==> config.mk <==
export PLATFORM = sky130hd
export DESIGN_NAME = pws_slave
export DESIGN_NICKNAME = d
export VERILOG_FILES = /design/src/shared/pws_pkg.sv /design/src/verilog/pws_slave.sv
export SDC_FILE = /design/constraint.sdc
export NUM_CORES = 1
export LEC_CHECK = 0
export ABC_AREA = 0
export ABC_CLOCK_PERIOD_IN_PS = 5230
export BUFFER_PORTS_ARGS = -buffer_cell sky130_fd_sc_hd__clkbuf_2
export CORE_ASPECT_RATIO = 1.5
export CORE_MARGIN = 2
export CORE_UTILIZATION = 58
export CTS_CLUSTER_SIZE = 25
export DETAILED_ROUTE_END_ITERATION = 10
export PLACE_DENSITY = 0.77
export SYNTH_ARGS = -nofsm -noshare
export SYNTH_HDL_FRONTEND = slang
export SYNTH_SLANG_ARGS = --single-unit
export TNS_END_PERCENT = 20
==> constraint.sdc <==
create_clock -name i_clk -period 5.23 [get_ports i_clk]
set_input_delay 0.2615 -clock i_clk [delete_from_list [all_inputs] [get_ports i_clk]]
set_output_delay 0.2615 -clock i_clk [all_outputs]
set_load 0.005 [all_outputs]
==> src/shared/pws_pkg.sv <==
// Constants and types shared by the pulse-width single-wire slave.
// Assumes a 100 MHz device clock and a single synchronous reset.
package pws_pkg;

    // ****************************************************************
    // Clock and link timing
    // ****************************************************************
    localparam int CLK_HZ = 100_000_000;
    localparam int CLK_MHZ = 100;
    localparam int RX_MIN_BPS = 1000;
    localparam int RX_MAX_BPS = 10000;
    localparam int TX_BPS = 7000;
    localparam int PER_SLACK_PCT = 25;
    localparam int PCT_FULL = 100;
    localparam int TURN_US = 10;
    localparam int TURN_CYC = TURN_US * CLK_MHZ;
    localparam int RX_MIN_PER_CYC = (CLK_HZ / RX_MAX_BPS) * (PCT_FULL - PER_SLACK_PCT) / PCT_FULL;
    localparam int RX_MAX_PER_CYC = (CLK_HZ / RX_MIN_BPS) * (PCT_FULL + PER_SLACK_PCT) / PCT_FULL;
    localparam int TX_SYM_CYC = CLK_HZ / TX_BPS;

    // ****************************************************************
    // Frame layout
    // ****************************************************************
    localparam int HDR_BITS = 8;
    localparam int BYTE_BITS = 8;
    localparam logic [3:0] MAX_WR_BYTES = 4'h8;
    localparam logic [6:0] RD_TOTAL_SYMS = 7'h42;
    localparam logic [6:0] STATUS_TOTAL_SYMS = 7'h0A;
    localparam logic [6:0] STATUS_ADDR = 7'h7E;
    localparam logic [6:0] LOCK_ADDR = 7'h7F;
    localparam logic [7:0] LOCK_RO_VAL = 8'h40;
    localparam logic [7:0] LOCK_OFF_VAL = 8'h80;

    // ****************************************************************
    // Types
    // ****************************************************************
    typedef enum logic [2:0] {ST_HUNT, ST_HDR, ST_DATA, ST_WAIT, ST_TX} pws_state_t;
    typedef enum logic [1:0] {SYM_ZERO, SYM_ONE, SYM_IDLE, SYM_BAD} pws_sym_t;

endpackage

==> src/verilog/pws_slave.sv <==
// Slave end of a pulse-width coded single-wire programming link.
// Assumes the register file answers i_rd_data combinationally from o_rd_addr
// and applies o_wr_en writes; lock straps are steady around reset.
`timescale 1ns/10ps

module pws_slave #(
    parameter int CNT_W = 18,
    parameter int MIN_PER_CYC = pws_pkg::RX_MIN_PER_CYC,
    parameter int MAX_PER_CYC = pws_pkg::RX_MAX_PER_CYC,
    parameter int TX_SYM_CYC = pws_pkg::TX_SYM_CYC
)(
    input wire logic i_clk,
    input wire logic i_rst,
    input wire logic i_supply_sense_input,
    input wire logic i_lock_ro,
    input wire logic i_lock_off,
    input wire logic [7:0] i_rd_data,
    output logic o_led_sink,
    output logic o_wr_en,
    output logic [6:0] o_wr_addr,
    output logic [7:0] o_wr_data,
    output logic [6:0] o_rd_addr,
    output logic o_tx_busy,
    output logic o_lock_ro_req,
    output logic o_lock_off_req
);

    // ****************************************************************
    // Derived counts
    // ****************************************************************
    localparam logic [CNT_W-1:0] MIN_PER = CNT_W'(MIN_PER_CYC);
    localparam logic [CNT_W-1:0] MAX_PER = CNT_W'(MAX_PER_CYC);
    localparam logic [CNT_W-1:0] SYM_LAST = CNT_W'(TX_SYM_CYC - 1);
    localparam logic [CNT_W-1:0] WAIT_LAST = CNT_W'(pws_pkg::TURN_CYC + TX_SYM_CYC - 1);
    localparam logic [CNT_W-1:0] ZERO_HI = CNT_W'(TX_SYM_CYC / 4);
    localparam logic [CNT_W-1:0] IDLE_HI = CNT_W'(TX_SYM_CYC / 2);
    localparam logic [CNT_W-1:0] ONE_HI = CNT_W'((TX_SYM_CYC * 3) / 4);
    localparam logic [2:0] BIT_LAST = 3'(pws_pkg::BYTE_BITS - 1);
    localparam logic [2:0] HDR_LAST = 3'(pws_pkg::HDR_BITS - 1);

    // ****************************************************************
    // State
    // ****************************************************************
    typedef struct packed {
        pws_pkg::pws_state_t st;
        logic sync1;
        logic sync2;
        logic prev;
        logic have_rise;
        logic [CNT_W-1:0] per_cnt;
        logic [CNT_W-1:0] hi_cnt;
        logic [2:0] bit_cnt;
        logic [7:0] shreg;
        logic [6:0] ptr;
        logic [3:0] wr_bytes;
        logic [CNT_W-1:0] tmr;
        logic [6:0] tx_idx;
        logic [6:0] tx_total;
        logic [CNT_W-1:0] tx_hi;
        logic [7:0] tx_byte;
        logic led;
        logic tx_busy;
        logic wr_en;
        logic [6:0] wr_addr;
        logic [7:0] wr_data;
        logic [6:0] rd_addr;
        logic lock_ro;
        logic lock_off;
        logic lock_ro_req;
        logic lock_off_req;
    } pws_regs_t;

    pws_regs_t r_reg;
    pws_regs_t r_next;
    logic rise;
    pws_pkg::pws_sym_t sym;
    logic sym_bit;
    logic [7:0] frame_byte;
    logic rx_active;

    // ****************************************************************
    // Symbol classifier
    // ****************************************************************
    // High time is scaled by eight so that the thresholds at 1/8, 3/8,
    // 5/8 and 7/8 of the period need no division.
    function automatic pws_pkg::pws_sym_t classify(input logic [CNT_W-1:0] per,
                                                   input logic [CNT_W-1:0] hi);
        logic [CNT_W+2:0] p;
        logic [CNT_W+2:0] h8;
        pws_pkg::pws_sym_t s;
        p = (CNT_W+3)'(per);
        h8 = (CNT_W+3)'(hi) << 3;
        if (per < MIN_PER || per > MAX_PER)
            s = pws_pkg::SYM_BAD;
        else if (h8 < p || h8 > p * (CNT_W+3)'(7))
            s = pws_pkg::SYM_BAD;
        else if (h8 < p * (CNT_W+3)'(3))
            s = pws_pkg::SYM_ZERO;
        else if (h8 < p * (CNT_W+3)'(5))
            s = pws_pkg::SYM_IDLE;
        else
            s = pws_pkg::SYM_ONE;
        return s;
    endfunction

    assign rise = r_reg.sync2 & ~r_reg.prev;
    assign sym = classify(r_reg.per_cnt, r_reg.hi_cnt);
    assign sym_bit = (sym == pws_pkg::SYM_ONE);
    assign frame_byte = {r_reg.shreg[6:0], sym_bit};
    // Symbols count only once a full period has been seen and the link is enabled.
    assign rx_active = rise && r_reg.have_rise && !r_reg.lock_off;

    // ****************************************************************
    // Next-state logic
    // ****************************************************************
    always_comb
    begin
        r_next = r_reg;
        r_next.wr_en = 1'b0;
        r_next.sync1 = i_supply_sense_input;
        r_next.sync2 = r_reg.sync1;
        r_next.prev = r_reg.sync2;

        if (r_reg.st != pws_pkg::ST_WAIT && r_reg.st != pws_pkg::ST_TX)
        begin
            if (rise)
            begin
                r_next.have_rise = 1'b1;
                r_next.per_cnt = CNT_W'(1);
                r_next.hi_cnt = CNT_W'(1);
            end
            else if (r_reg.have_rise)
            begin
                // A line parked beyond the slowest period drops the measurement.
                if (r_reg.per_cnt >= MAX_PER)
                begin
                    r_next.have_rise = 1'b0;
                    r_next.st = pws_pkg::ST_HUNT;
                end
                else
                begin
                    r_next.per_cnt = r_reg.per_cnt + CNT_W'(1);
                    r_next.hi_cnt = r_reg.hi_cnt + CNT_W'(r_reg.sync2);
                end
            end
        end

        if (rx_active)
        begin
            unique case (r_reg.st)
                pws_pkg::ST_HUNT:
                begin
                    if (sym == pws_pkg::SYM_IDLE)
                    begin
                        r_next.st = pws_pkg::ST_HDR;
                        r_next.bit_cnt = 3'h0;
                    end
                end
                pws_pkg::ST_HDR:
                begin
                    if (sym == pws_pkg::SYM_IDLE)
                        r_next.bit_cnt = 3'h0;
                    else if (sym == pws_pkg::SYM_BAD)
                        r_next.st = pws_pkg::ST_HUNT;
                    else
                    begin
                        r_next.shreg = frame_byte;
                        r_next.bit_cnt = r_reg.bit_cnt + 3'h1;
                        if (r_reg.bit_cnt == HDR_LAST)
                        begin
                            if (frame_byte[7])
                            begin
                                // The edge ending the last address bit is the closing idle.
                                r_next.rd_addr = frame_byte[6:0];
                                r_next.st = pws_pkg::ST_WAIT;
                                r_next.tmr = '0;
                                r_next.have_rise = 1'b0;
                            end
                            else
                            begin
                                r_next.ptr = frame_byte[6:0];
                                r_next.wr_bytes = 4'h0;
                                r_next.bit_cnt = 3'h0;
                                r_next.st = pws_pkg::ST_DATA;
                            end
                        end
                    end
                end
                pws_pkg::ST_DATA:
                begin
                    if (sym == pws_pkg::SYM_IDLE || sym == pws_pkg::SYM_BAD)
                        r_next.st = pws_pkg::ST_HUNT;
                    else
                    begin
                        r_next.shreg = frame_byte;
                        r_next.bit_cnt = r_reg.bit_cnt + 3'h1;
                        if (r_reg.bit_cnt == BIT_LAST)
                        begin
                            if (r_reg.wr_bytes == pws_pkg::MAX_WR_BYTES)
                                r_next.st = pws_pkg::ST_HUNT;
                            else
                            begin
                                r_next.wr_en = !r_reg.lock_ro;
                                r_next.wr_addr = r_reg.ptr;
                                r_next.wr_data = frame_byte;
                                r_next.ptr = r_reg.ptr + 7'h1;
                                r_next.wr_bytes = r_reg.wr_bytes + 4'h1;
                                if (!r_reg.lock_ro && r_reg.ptr == pws_pkg::LOCK_ADDR)
                                begin
                                    if (frame_byte == pws_pkg::LOCK_RO_VAL)
                                        r_next.lock_ro_req = 1'b1;
                                    if (frame_byte == pws_pkg::LOCK_OFF_VAL)
                                        r_next.lock_off_req = 1'b1;
                                end
                            end
                        end
                    end
                end
                pws_pkg::ST_WAIT, pws_pkg::ST_TX: ;
            endcase
        end

        // Turnaround: input is ignored from the closing edge onward.
        if (r_reg.st == pws_pkg::ST_WAIT)
        begin
            if (r_reg.tmr == WAIT_LAST)
            begin
                r_next.st = pws_pkg::ST_TX;
                r_next.tmr = '0;
                r_next.tx_idx = 7'h0;
                r_next.tx_total = (r_reg.rd_addr == pws_pkg::STATUS_ADDR) ?
                    pws_pkg::STATUS_TOTAL_SYMS : pws_pkg::RD_TOTAL_SYMS;
            end
            else
                r_next.tmr = r_reg.tmr + CNT_W'(1);
        end

        if (r_reg.st == pws_pkg::ST_TX)
        begin
            if (r_reg.tmr == '0)
            begin
                if (r_reg.tx_idx == 7'h0 || r_reg.tx_idx == r_reg.tx_total - 7'h1)
                    r_next.tx_hi = IDLE_HI;
                else if (r_reg.tx_idx[2:0] == 3'h1)
                begin
                    r_next.tx_hi = i_rd_data[7] ? ONE_HI : ZERO_HI;
                    r_next.tx_byte = {i_rd_data[6:0], 1'b0};
                    r_next.rd_addr = r_reg.rd_addr + 7'h1;
                end
                else
                begin
                    r_next.tx_hi = r_reg.tx_byte[7] ? ONE_HI : ZERO_HI;
                    r_next.tx_byte = {r_reg.tx_byte[6:0], 1'b0};
                end
            end
            if (r_reg.tmr == SYM_LAST)
            begin
                r_next.tmr = '0;
                if (r_reg.tx_idx == r_reg.tx_total - 7'h1)
                begin
                    r_next.st = pws_pkg::ST_HUNT;
                    r_next.have_rise = 1'b0;
                end
                else
                    r_next.tx_idx = r_reg.tx_idx + 7'h1;
            end
            else
                r_next.tmr = r_reg.tmr + CNT_W'(1);
        end

        // The sink runs one cycle behind the symbol timer; the lag is uniform.
        r_next.led = (r_reg.st == pws_pkg::ST_TX) && (r_reg.tmr < r_next.tx_hi);
        r_next.tx_busy = (r_next.st == pws_pkg::ST_TX);

        if (i_rst)
        begin
            r_next = '0;
            r_next.st = pws_pkg::ST_HUNT;
            // Lock straps are taken at every reset; a new mode needs only a reset.
            r_next.lock_ro = i_lock_ro;
            r_next.lock_off = i_lock_off;
        end
    end

    always_ff @(posedge i_clk)
    begin
        r_reg <= r_next;
    end

    assign o_led_sink = r_reg.led;
    assign o_wr_en = r_reg.wr_en;
    assign o_wr_addr = r_reg.wr_addr;
    assign o_wr_data = r_reg.wr_data;
    assign o_rd_addr = r_reg.rd_addr;
    assign o_tx_busy = r_reg.tx_busy;
    assign o_lock_ro_req = r_reg.lock_ro_req;
    assign o_lock_off_req = r_reg.lock_off_req;
endmodule

## Word-level counts from Yosys, hierarchy flattened

Index checks and enable logic that the tools add are counted.

| operators by class | value |
|---|---|
| add/sub/neg operators | 9 |
| multipliers | 3 |
| magnitude comparators | 8 |
| equality and inequality tests | 32 |
| muxes and demuxes | 78 |
| bitwise operators | 8 |
| reductions and logical operators | 32 |

Operators with widths:

| kind | count |
|---|---|
| 37-bit two-way mux | 3 |
| 18-bit two-way mux | 6 |
| 7-bit two-way mux | 13 |
| 36-bit two-way mux | 2 |
| 3-bit two-way mux | 21 |
| 26-bit two-way mux | 2 |
| 22-bit two-way mux | 2 |
| 18-bit by 3-bit multiplier with 21-bit output, second input constant | 2 |
| 14-bit two-way mux | 3 |
| 40-bit two-way mux | 1 |
| 18-bit by 1-bit adder with 18-bit output, second input constant | 2 |
| 18-bit by 14-bit == test with 1-bit output, second input constant | 2 |
| 18-bit one-hot mux with 2 select lines | 1 |
| 11-bit two-way mux | 3 |
| 32-bit two-way mux | 1 |
| 29-bit two-way mux | 1 |
| 25-bit two-way mux | 1 |
| 7-bit by 1-bit adder with 7-bit output, second input constant | 3 |
| 21-bit > comparator | 1 |
| 21-bit by 18-bit less-than comparator with 1-bit output | 1 |
| 21-bit by 20-bit less-than comparator with 1-bit output | 1 |
| 21-bit less-than comparator | 1 |
| 18-bit by 2-bit multiplier with 20-bit output, second input constant | 1 |
| 18-bit by 1-bit adder with 18-bit output | 1 |
| other kinds (42) | 95 |

| word-level totals | value |
|---|---|
| bits in registers | 151 |
| input bits | 13 |
| output and inout port bits | 27 |

## Longest topological paths before layout

Gate-level depths: netlist of the first run.

| logic depth | value |
|---|---|
| depth in word-level cells | 17 |
| depth in mapped cells | 25 |
| depth with buffers taken out | 23 |

## Least setup slack after synthesis of the first run

OpenSTA, ideal clock, no wires.

| timing | value |
|---|---|
| path type | flip-flop to flip-flop |
| from | register r_reg[129] in the netlist's numbering |
| to | register r_reg (netlist bit o_wr_addr[5]) |
| data arrival time | 5.214 ns |
| data required time | 5.102 ns |
| setup slack | -0.112 ns |
| stages on the path, launching flop included | 24 |
| buffers on the path | 1 |
| period minus slack after synthesis | 5.342 ns |
| cells stage by stage | dfxtp_1 -> fa_1 -> ha_1 -> fa_1 -> a21o_1 -> a21oi_1 -> o311ai_0 -> a21o_1 -> a21o_1 -> a41oi_1 -> a21oi_1 -> o31ai_1 -> o41ai_1 -> ha_1 -> nand4_1 -> nor3_1 -> a22oi_1 -> o211a_1 -> o221a_2 -> o211ai_4 -> nor2_2 -> buf_4 -> mux2i_1 -> nor2_1 |

| between the ends | value |
|---|---|
| cells in the longest elaborated chain, start to end | 10 |

Ends and longest elaborated chain:

| element | RTL line | RTL |
|---|---|---|
| from (decl) | pws_slave.sv:73 | `pws_regs_t r_reg;` |
| from (signal assigned) | pws_slave.sv:287 | `r_reg <= r_next;` |
| 18-bit by 3-bit multiplier with 21-bit output | pws_slave.sv:99 | `else if (h8 < p * (CNT_W+3)'(5))` |
| 21-bit less-than comparator | pws_slave.sv:99 |  |
| 2-bit two-way mux | pws_slave.sv:99 |  |
| 2-bit two-way mux | pws_slave.sv:97 | `else if (h8 < p * (CNT_W+3)'(3))` |
| 2-bit two-way mux | pws_slave.sv:95 | `else if (h8 < p \|\| h8 > p * (CNT_W+3)'(7))` |
| 2-bit two-way mux (*) | pws_slave.sv:93 | `if (per < MIN_PER \|\| per > MAX_PER)` |
| 2-bit == test | pws_slave.sv:191 | `if (sym == pws_pkg::SYM_IDLE \|\| sym == pws_pkg::SYM_BAD)` |
| 1-bit logical OR (*) | pws_slave.sv:191 |  |
| 1-bit NOT (no source line) (*) | n/a |  |
| 5-bit AND reduction (no source line) (*) | n/a |  |

Every way passes the cells marked *; elsewhere a longest branch is shown, timed or not.
A chain may end at the register's enable or synchronous reset.

## Worst setup path in the final report of the first run

| timing | value |
|---|---|
| from | register r_reg[128] in the netlist's numbering |
| to | register r_reg[85] in the netlist's numbering |

| between the ends | value |
|---|---|
| cells in the longest elaborated chain, start to end | 9 |

Ends and longest elaborated chain:

| element | RTL line |
|---|---|
| 18-bit by 3-bit multiplier with 21-bit output | pws_slave.sv:99 |
| 21-bit less-than comparator | pws_slave.sv:99 |
| 2-bit two-way mux | pws_slave.sv:99 |
| 2-bit two-way mux | pws_slave.sv:97 |
| 2-bit two-way mux | pws_slave.sv:95 |
| 2-bit two-way mux (*) | pws_slave.sv:93 |
| 2-bit == test (on tied branches) | pws_slave.sv:163, pws_slave.sv:161 |
| 3-bit by 1-bit != test with 1-bit output (no source line) | n/a |
| 6-bit AND reduction (no source line) (*) | n/a |

Marks and branches as above.

==> impl_metrics.csv, run 1 <==
group,metric,value,unit
pwr,swShare,23.1,%
worst_setup_path,cp.required,5.59,ns
layout,instances_no_fill,1789,
yosys,synthesis.nets,1615,
place,pre_cts_ws,-0.573,ns
yosys,synth_edf_count,2,
yosys,synth-warning-count,0,
min_path,hold_class,"primary input to flip-flop",
pwr,p_per_area,181,nW/um^2
status,status,"finished with violations",
detailed_routing,wl,31800,um
yosys,ys_seq_area_share,25.0,%
die,pin_count,40,
layout,areaGrowthSynthToFinish,18.0,%
yosys,ys.flop_type,"dfxtp_1",
layout,multiInputGateArea,8620,um^2
layout,nFillCells,1538,
clock_network,cts_buffers,17,
timing,slew_headroom,46.4,%
clock_network,clk_latency,0.43,ns
clock_network,clockBufferDepth,2,
flow_run,cap_violations,0,
worst_setup_path,critical_path_arrival,5.68,ns
layout,diodes,0,
place,dpl.cell_count,1730,
layout,regArea,2960,um^2
timing,finalHoldViolations,0,
global_routing,overflow,0,
pwr,p_int,1.92,mW
detailed_routing,drt_iter0_drc,589,
yosys,synthTopCellsByArea,"dfxtp_1 (25%), ha_1 (20%), nor2_1 (5.6%), a21oi_1 (4.9%), xnor2_1 (3.6%)",
timing,setup-tns-final,-1.04,ns
yosys,postSynthAreaPerCell,8.42,um^2
global_routing,antenna_found_initial,0,
detailed_routing,drt-pass1-iter-count,6,
timing,holdWs,0.0302,ns
timing,period_share,102,%
layout,fin_area,13900,um^2
pwr,power_switching,0.579,mW
worst_setup_path,cp_max_fo,4,
detailed_routing,ant_nets,0,
worst_setup_path,crit_type,"flip-flop to flip-flop",
clock_network,cts.reportedPaths.clkPinSlew,0.06,ns
timing,finalClockSkew,0.00955,ns
clock_network,cts-root-buf,"clkbuf_16",
worst_setup_path,cp-start-kind,"flip-flop",
layout,largest_register_ffs,112,
detailed_routing,vias_per_cell,6.16,
timing,setup_ws,-0.0913,ns
global_routing,grt_pass1_vias,10900,
layout,layout.nets,1735,
pwr,p_comb_share,5.5,%
status,failed_checks,"setup timing",
clock_network,clock_sinks,146,
worst_setup_path,cp-end-kind,"flip-flop",
die,start_util,59.2,%
clock_network,h-tree-depth,4,
layout,final_layout_size_suffix_gt1_share,18.0,%
place,dp_hpwl,23600,um
pwr,clkPwrFrac,49.7,%
die,die_w,120,um
global_routing,grt_max_degree,68,
detailed_routing,routedWlPerCell,17.8,um
yosys,synth.distinct_cells,83,
yosys,synth_area,11800,um^2
place,placement.io_buffers,39,
pwr,p_leak,6.09,nW
die,die_y,178,um
yosys,synth_seq_cells,146,
timing,tightest_slew,0.800,ns
place,gp_congestion,0.941,
timing,rsz0062_at_grt,"yes",
detailed_routing,drc_errors,0,
timing,setup_violations,28,
timing,max_freq,0.188,GHz
die,floorplan.rows,63,
yosys,synthCells,1396,
pwr,total_power,2.50,mW
clock_network,cts_tree,"built",
die,die_area,21400,um^2
yosys,synth_top_area_share,24.5,%
place,place_area,12700,um^2
yosys,synth_top_area_cell,"dfxtp_1",
global_routing,gr-usage-all-layers,29.8,%
timing,slew_violations,0,
yosys,synthArstFlopShare,0,%
pwr,vdd_ir_drop_max,0.000317,V
die,coreArea,19900,um^2
pwr,power_frac_seq,44.8,%
global_routing,grt_pass1_wl,51200,um
timing,min_period,5.32,ns
detailed_routing,vias,11000,
layout,fin_util,69.8,%
## kinds of logic after synthesis
logic type,share of synthesized area [%]
flops,25.0
buf+inv,4.49
simple gates,20.7
mux,2.30
compound gates,17.4
xor+xnor,6.78
fa+ha+maj,23.2
## final cells by class
| cell class | instances | area share (%) |
|---|---|---|
| clock buffers | 20 | 3.15 |
| clock inverters | 12 | 1.15 |
| inverters | 53 | 1.44 |
| multi-input cells | 1138 | 62.2 |
| flip-flops and latches | 146 | 21.3 |
| well taps | 260 | 2.35 |
| repair buffers | 160 | 8.40 |
## repair_timing
action / in CTS / in global routing
hold buffers: 1 / 0
hold endpoints to repair: 1 / 0
endpoints found under the setup margin: 68 / 68
resized for setup: 32 / 51
pin swaps: 25 / 34
setup buffers: 11 / 16
## Yosys cell counts (21+ instances only)
| library cell | instances |
|---|---|
| nand3_1 | 51 |
| clkbuf_1 | 28 |
| nor2_1 | 176 |
| xor2_1 | 43 |
| a21o_1 | 28 |
| a211oi_1 | 21 |
| and3_1 | 27 |
| inv_1 | 52 |
| nor3_1 | 27 |
| nand2_1 | 92 |
| xnor2_1 | 48 |
| buf_4 | 25 |
| o21ai_0 | 56 |
| a21oi_1 | 116 |
| ha_1 | 186 |
| nand4_1 | 26 |
| dfxtp_1 | 144 |
| mux2i_1 | 27 |
## cell usage in the layout (no fill, tap or decap), types with 48 or more instances in the layout
cell / count
buf_4: 109
nor2_1: 173
a21oi_1: 103
nand2_1: 92
dfxtp_1: 136
inv_1: 52
ha_1: 181
o21ai_0: 48
xnor2_1: 48
nand3_1: 51
## final timing paths
path	start	endpoint	slack (ns)	cells past startpoint
setup / recovery	r_reg[128]$_SDFFE_PP0P_	r_reg[85]$_SDFFE_PP0P_	-0.09	25
hold / removal	i_lock_ro	r_reg[3]$_DFFE_PP_	0.03	1
setup reg to reg	r_reg[128]$_SDFFE_PP0P_	r_reg[85]$_SDFFE_PP0P_	-0.09	25
hold reg to reg	r_reg[148]$_SDFF_PP0_	r_reg[147]$_SDFF_PP0_	0.44	1
## routing by layer
| metal | GRT usage [%] | wire, um | up-vias | part of all wire [%] |
|---|---|---|---|---|
| li1 | - | - | 5263 | - |
| met1 | 29.9 | 11900 | 5251 | 37 |
| met2 | 56.3 | 16700 | 365 | 52 |
| met3 | 4.41 | 1230 | 144 | 3.9 |
| met4 | 19.5 | 2020 | 0 | 6.3 |
| met5 | 0 | 0 | - | 0 |
## power by group through the flow
stage                     Combinational, mW  Clock, mW  Sequential, mW
after floorplan                      0.0706          0            1.15
after global placement                0.118          0            1.15
after detailed placement              0.120          0            1.15
after CTS                             0.128       1.26            1.12
after global routing                  0.144       1.30            1.12
final                                 0.137       1.24            1.12
## critical path: stages (launching register included)
cell       delay (ns)
dfxtp_4          0.37
fa_1             0.47
ha_2             0.20
fa_2             0.35
a21o_1           0.19
a21oi_2          0.18
o311ai_2         0.12
a21o_1           0.20
a21o_1           0.18
a41oi_2          0.16
buf_4            0.16
a21oi_4          0.06
o31ai_4          0.21
buf_4            0.17
o2bb2ai_4        0.12
ha_4             0.16
nand4_1          0.14
buf_4            0.18
nor2_4           0.12
and4_4           0.27
o221ai_4         0.14
buf_6            0.16
a211oi_4         0.21
o2111ai_2        0.17
or3_1            0.42
a21oi_1          0.14
(Power assumes the default switching activity.)
==> run 2: changes to the inputs <==
ABC_CLOCK_PERIOD_IN_PS = 6500   (was 5230)
CORE_UTILIZATION = 65   (was 58)
PLACE_DENSITY = 0.82   (was 0.77)
clock period = 6.5 ns   (was 5.23 ns; I/O delays follow)
==> impl_metrics.csv, run 2 (synthesis gave the netlist of run 1 again) <==
group,metric,value,unit
min_path,whs_path_depth,1,
global_routing,grt_max_degree,47,
global_routing,overflow,0,
die,die_y,169,um
place,placement.io_buffers,39,
detailed_routing,drc_errors,0,
layout,final_common_cell,"ha_1",
detailed_routing,vias_per_cell,6.40,
place,dp_hpwl,22000,um
die,pin_count,40,
timing,finalClockSkew,0.0114,ns
detailed_routing,drt_iter0_drc,506,
clock_network,cts-root-buf,"clkbuf_16",
flow_run,cap_violations,0,
status,status,"finished clean",
worst_setup_path,path_cells,"fa_1 -> ha_1 -> fa_1 -> a21o_1 -> a21oi_1 -> o311ai_0 -> a21o_1 -> a21o_1 -> a41oi_1 -> a21oi_1 -> o31ai_1 -> o41ai_1 -> ha_1 -> nand4_1 -> nor3_1 -> a22oi_1 -> o211a_1 -> o221ai_2 -> a211oi_2 -> o2111ai_1 -> or3_1 -> a21oi_1",
die,die_w,114,um
layout,fin_util,70.4,%
clock_network,cts_resized,0,
pwr,swShare,25.5,%
clock_network,hold_buffers,0,
place,gp_congestion,0.954,
die,coreArea,17900,um^2
detailed_routing,vias,10500,
worst_setup_path,cp.required,6.86,ns
die,start_util,65.8,%
timing,max_freq,0.167,GHz
worst_setup_path,cp_max_fo,9,
detailed_routing,wl,29300,um
pwr,clkPwrFrac,50.0,%
worst_setup_path,crit_type,"flip-flop to flip-flop",
worst_setup_path,critical_path_arrival,6.35,ns
pwr,total_power,1.98,mW
worst_setup_path,rr_startpoint,"r_reg[129]$_SDFFE_PP0P_",
worst_setup_path,critPathSlowestCell,"a211oi_2",
worst_setup_path,r2r_end,"r_reg[85]$_SDFFE_PP0P_",
timing,setup_violations,0,
timing,rsz0062_at_grt,"no",
global_routing,grt_pass1_wl,48100,um
detailed_routing,drt-met1-wl,10900,um
timing,slew_headroom,28.0,%
clock_network,cts.reportedPaths.clkPinSlew,0.07,ns
worst_setup_path,cp-start-kind,"flip-flop",
layout,nFillCells,1433,
layout,areaGrowthSynthToFinish,6.96,%
clock_network,clk_latency,0.43,ns
detailed_routing,routedWlPerCell,17.9,um
worst_setup_path,regToRegSetupSlack,0.50,ns
worst_setup_path,cp-end-kind,"flip-flop",
layout,diodes,0,
worst_setup_path,path_delay_family,"compound AO/OA/AOI/OAI gates",
timing,tightest_slew,1.07,ns
worst_setup_path,max_stage_delay,0.52,ns
min_path,min_to,"r_reg[2]$_DFFE_PP_",
timing,finalHoldViolations,0,
timing,setup-tns-final,0,ns
clock_network,cts_setup_buffers,0,
pwr,power_frac_seq,45.6,%
layout,largest_register_ffs,112,
pwr,power_switching,0.505,mW
detailed_routing,wl_met2,15400,um
detailed_routing,ant_nets,0,
detailed_routing,drt-pass1-iter-count,5,
pwr,p_int,1.47,mW
worst_setup_path,ff2ff_path_depth,22,
global_routing,antenna_found_initial,0,
detailed_routing,wl_met3,1200,um
pwr,p_per_area,158,nW/um^2
die,die_area,19200,um^2
clock_network,clock_sinks,146,
timing,holdWs,0.0803,ns
min_path,hold_start,"i_lock_off",
worst_setup_path,path_buf_inv,0,
timing,slew_violations,0,
pwr,vdd_ir_drop_max,0.000210,V
clock_network,cts_tree,"built",
pwr,p_comb_share,4.4,%
clock_network,h-tree-depth,4,
die,floorplan.rows,60,
global_routing,gr-usage-all-layers,30.8,%
clock_network,clockBufferDepth,2,
timing,min_period,6.00,ns
global_routing,grt_pass1_vias,10500,
detailed_routing,highest_layer,"met4",
min_path,hold_class,"primary input to flip-flop",
layout,layout.nets,1625,
layout,final_layout_size_suffix_gt1_share,8.17,%
timing,period_share,92.2,%
pwr,p_leak,5.52,nW
clock_network,cts_buffers,17,
layout,mostFrequentLayoutCells,"ha_1 (186), nor2_1 (176), dfxtp_1 (142)",
[run 2: layer usage]
| layer | vias up | global-route usage (%) |
|---|---|---|
| met5 | - | 0 |
| met3 | 111 | 3.97 |
| met1 | 4977 | 32.2 |
| met4 | 0 | 18.3 |
| li1 | 5039 | - |
| met2 | 342 | 57.8 |
[run 2: how the worst max path moves through the flow]
stage	startpoint	endpoint	slack, ns	cells past startpoint
after global routing	r_reg[129]$_SDFFE_PP0P_	r_reg[83]$_SDFFE_PP0P_	0.02	21
after CTS	r_reg[129]$_SDFFE_PP0P_	o_wr_addr[5]$_SDFFE_PP0P_	0.19	22
after detailed placement	r_reg[129]$_SDFFE_PP0P_	o_wr_addr[5]$_SDFFE_PP0P_	0.20	22
after floorplan	r_reg[129]$_SDFFE_PP0P_	o_wr_addr[5]$_SDFFE_PP0P_	1.16	23
after global placement	r_reg[129]$_SDFFE_PP0P_	o_wr_data[6]$_SDFFE_PP0P_	0.43	22
final	r_reg[129]$_SDFFE_PP0P_	r_reg[85]$_SDFFE_PP0P_	0.50	22
[run 2: worst register-to-register path: cells and delay by family (launching register included)]
kind                       cells  cell delay [ns]
and+or+nand+nor                3             0.59
AOI/OAI and AO/OA             15             3.42
DFF                            1             0.47
adders and majority gates      4             1.45
[run 2: cell type report]
class	instances	area, um^2	area share, %
well taps	217	272	2.16
multi-input cells	1138	8290	65.9
clock buffers	17	425	3.38
repair buffers	50	278	2.21
clock inverters	15	161	1.28
flip-flops and latches	146	2950	23.4
inverters	53	199	1.58
[run 2: power groups by stage]
stage	clock network [mW]	logic [mW]	registers, mW
2_1_floorplan	0	0.0568	0.923
3_3_place_gp	0	0.0848	0.923
3_5_place_dp	0	0.0859	0.923
4_1_cts	0.997	0.0859	0.903
5_1_grt	1.03	0.0937	0.903
6_report	0.990	0.0872	0.903
[run 2: through the flow]
| stage | setup slack [ns] | cell area [um^2] | cells |
|---|---|---|---|
| after floorplan | 1.16 | 11800 | 1396 |
| after global placement | 0.427 | 12000 | 1604 |
| after detailed placement | 0.197 | 12000 | 1604 |
| after CTS | 0.187 | 12600 | 1636 |
| after global routing | 0.0245 | 12600 | 1636 |
| final | 0.504 | 12600 | 1636 |
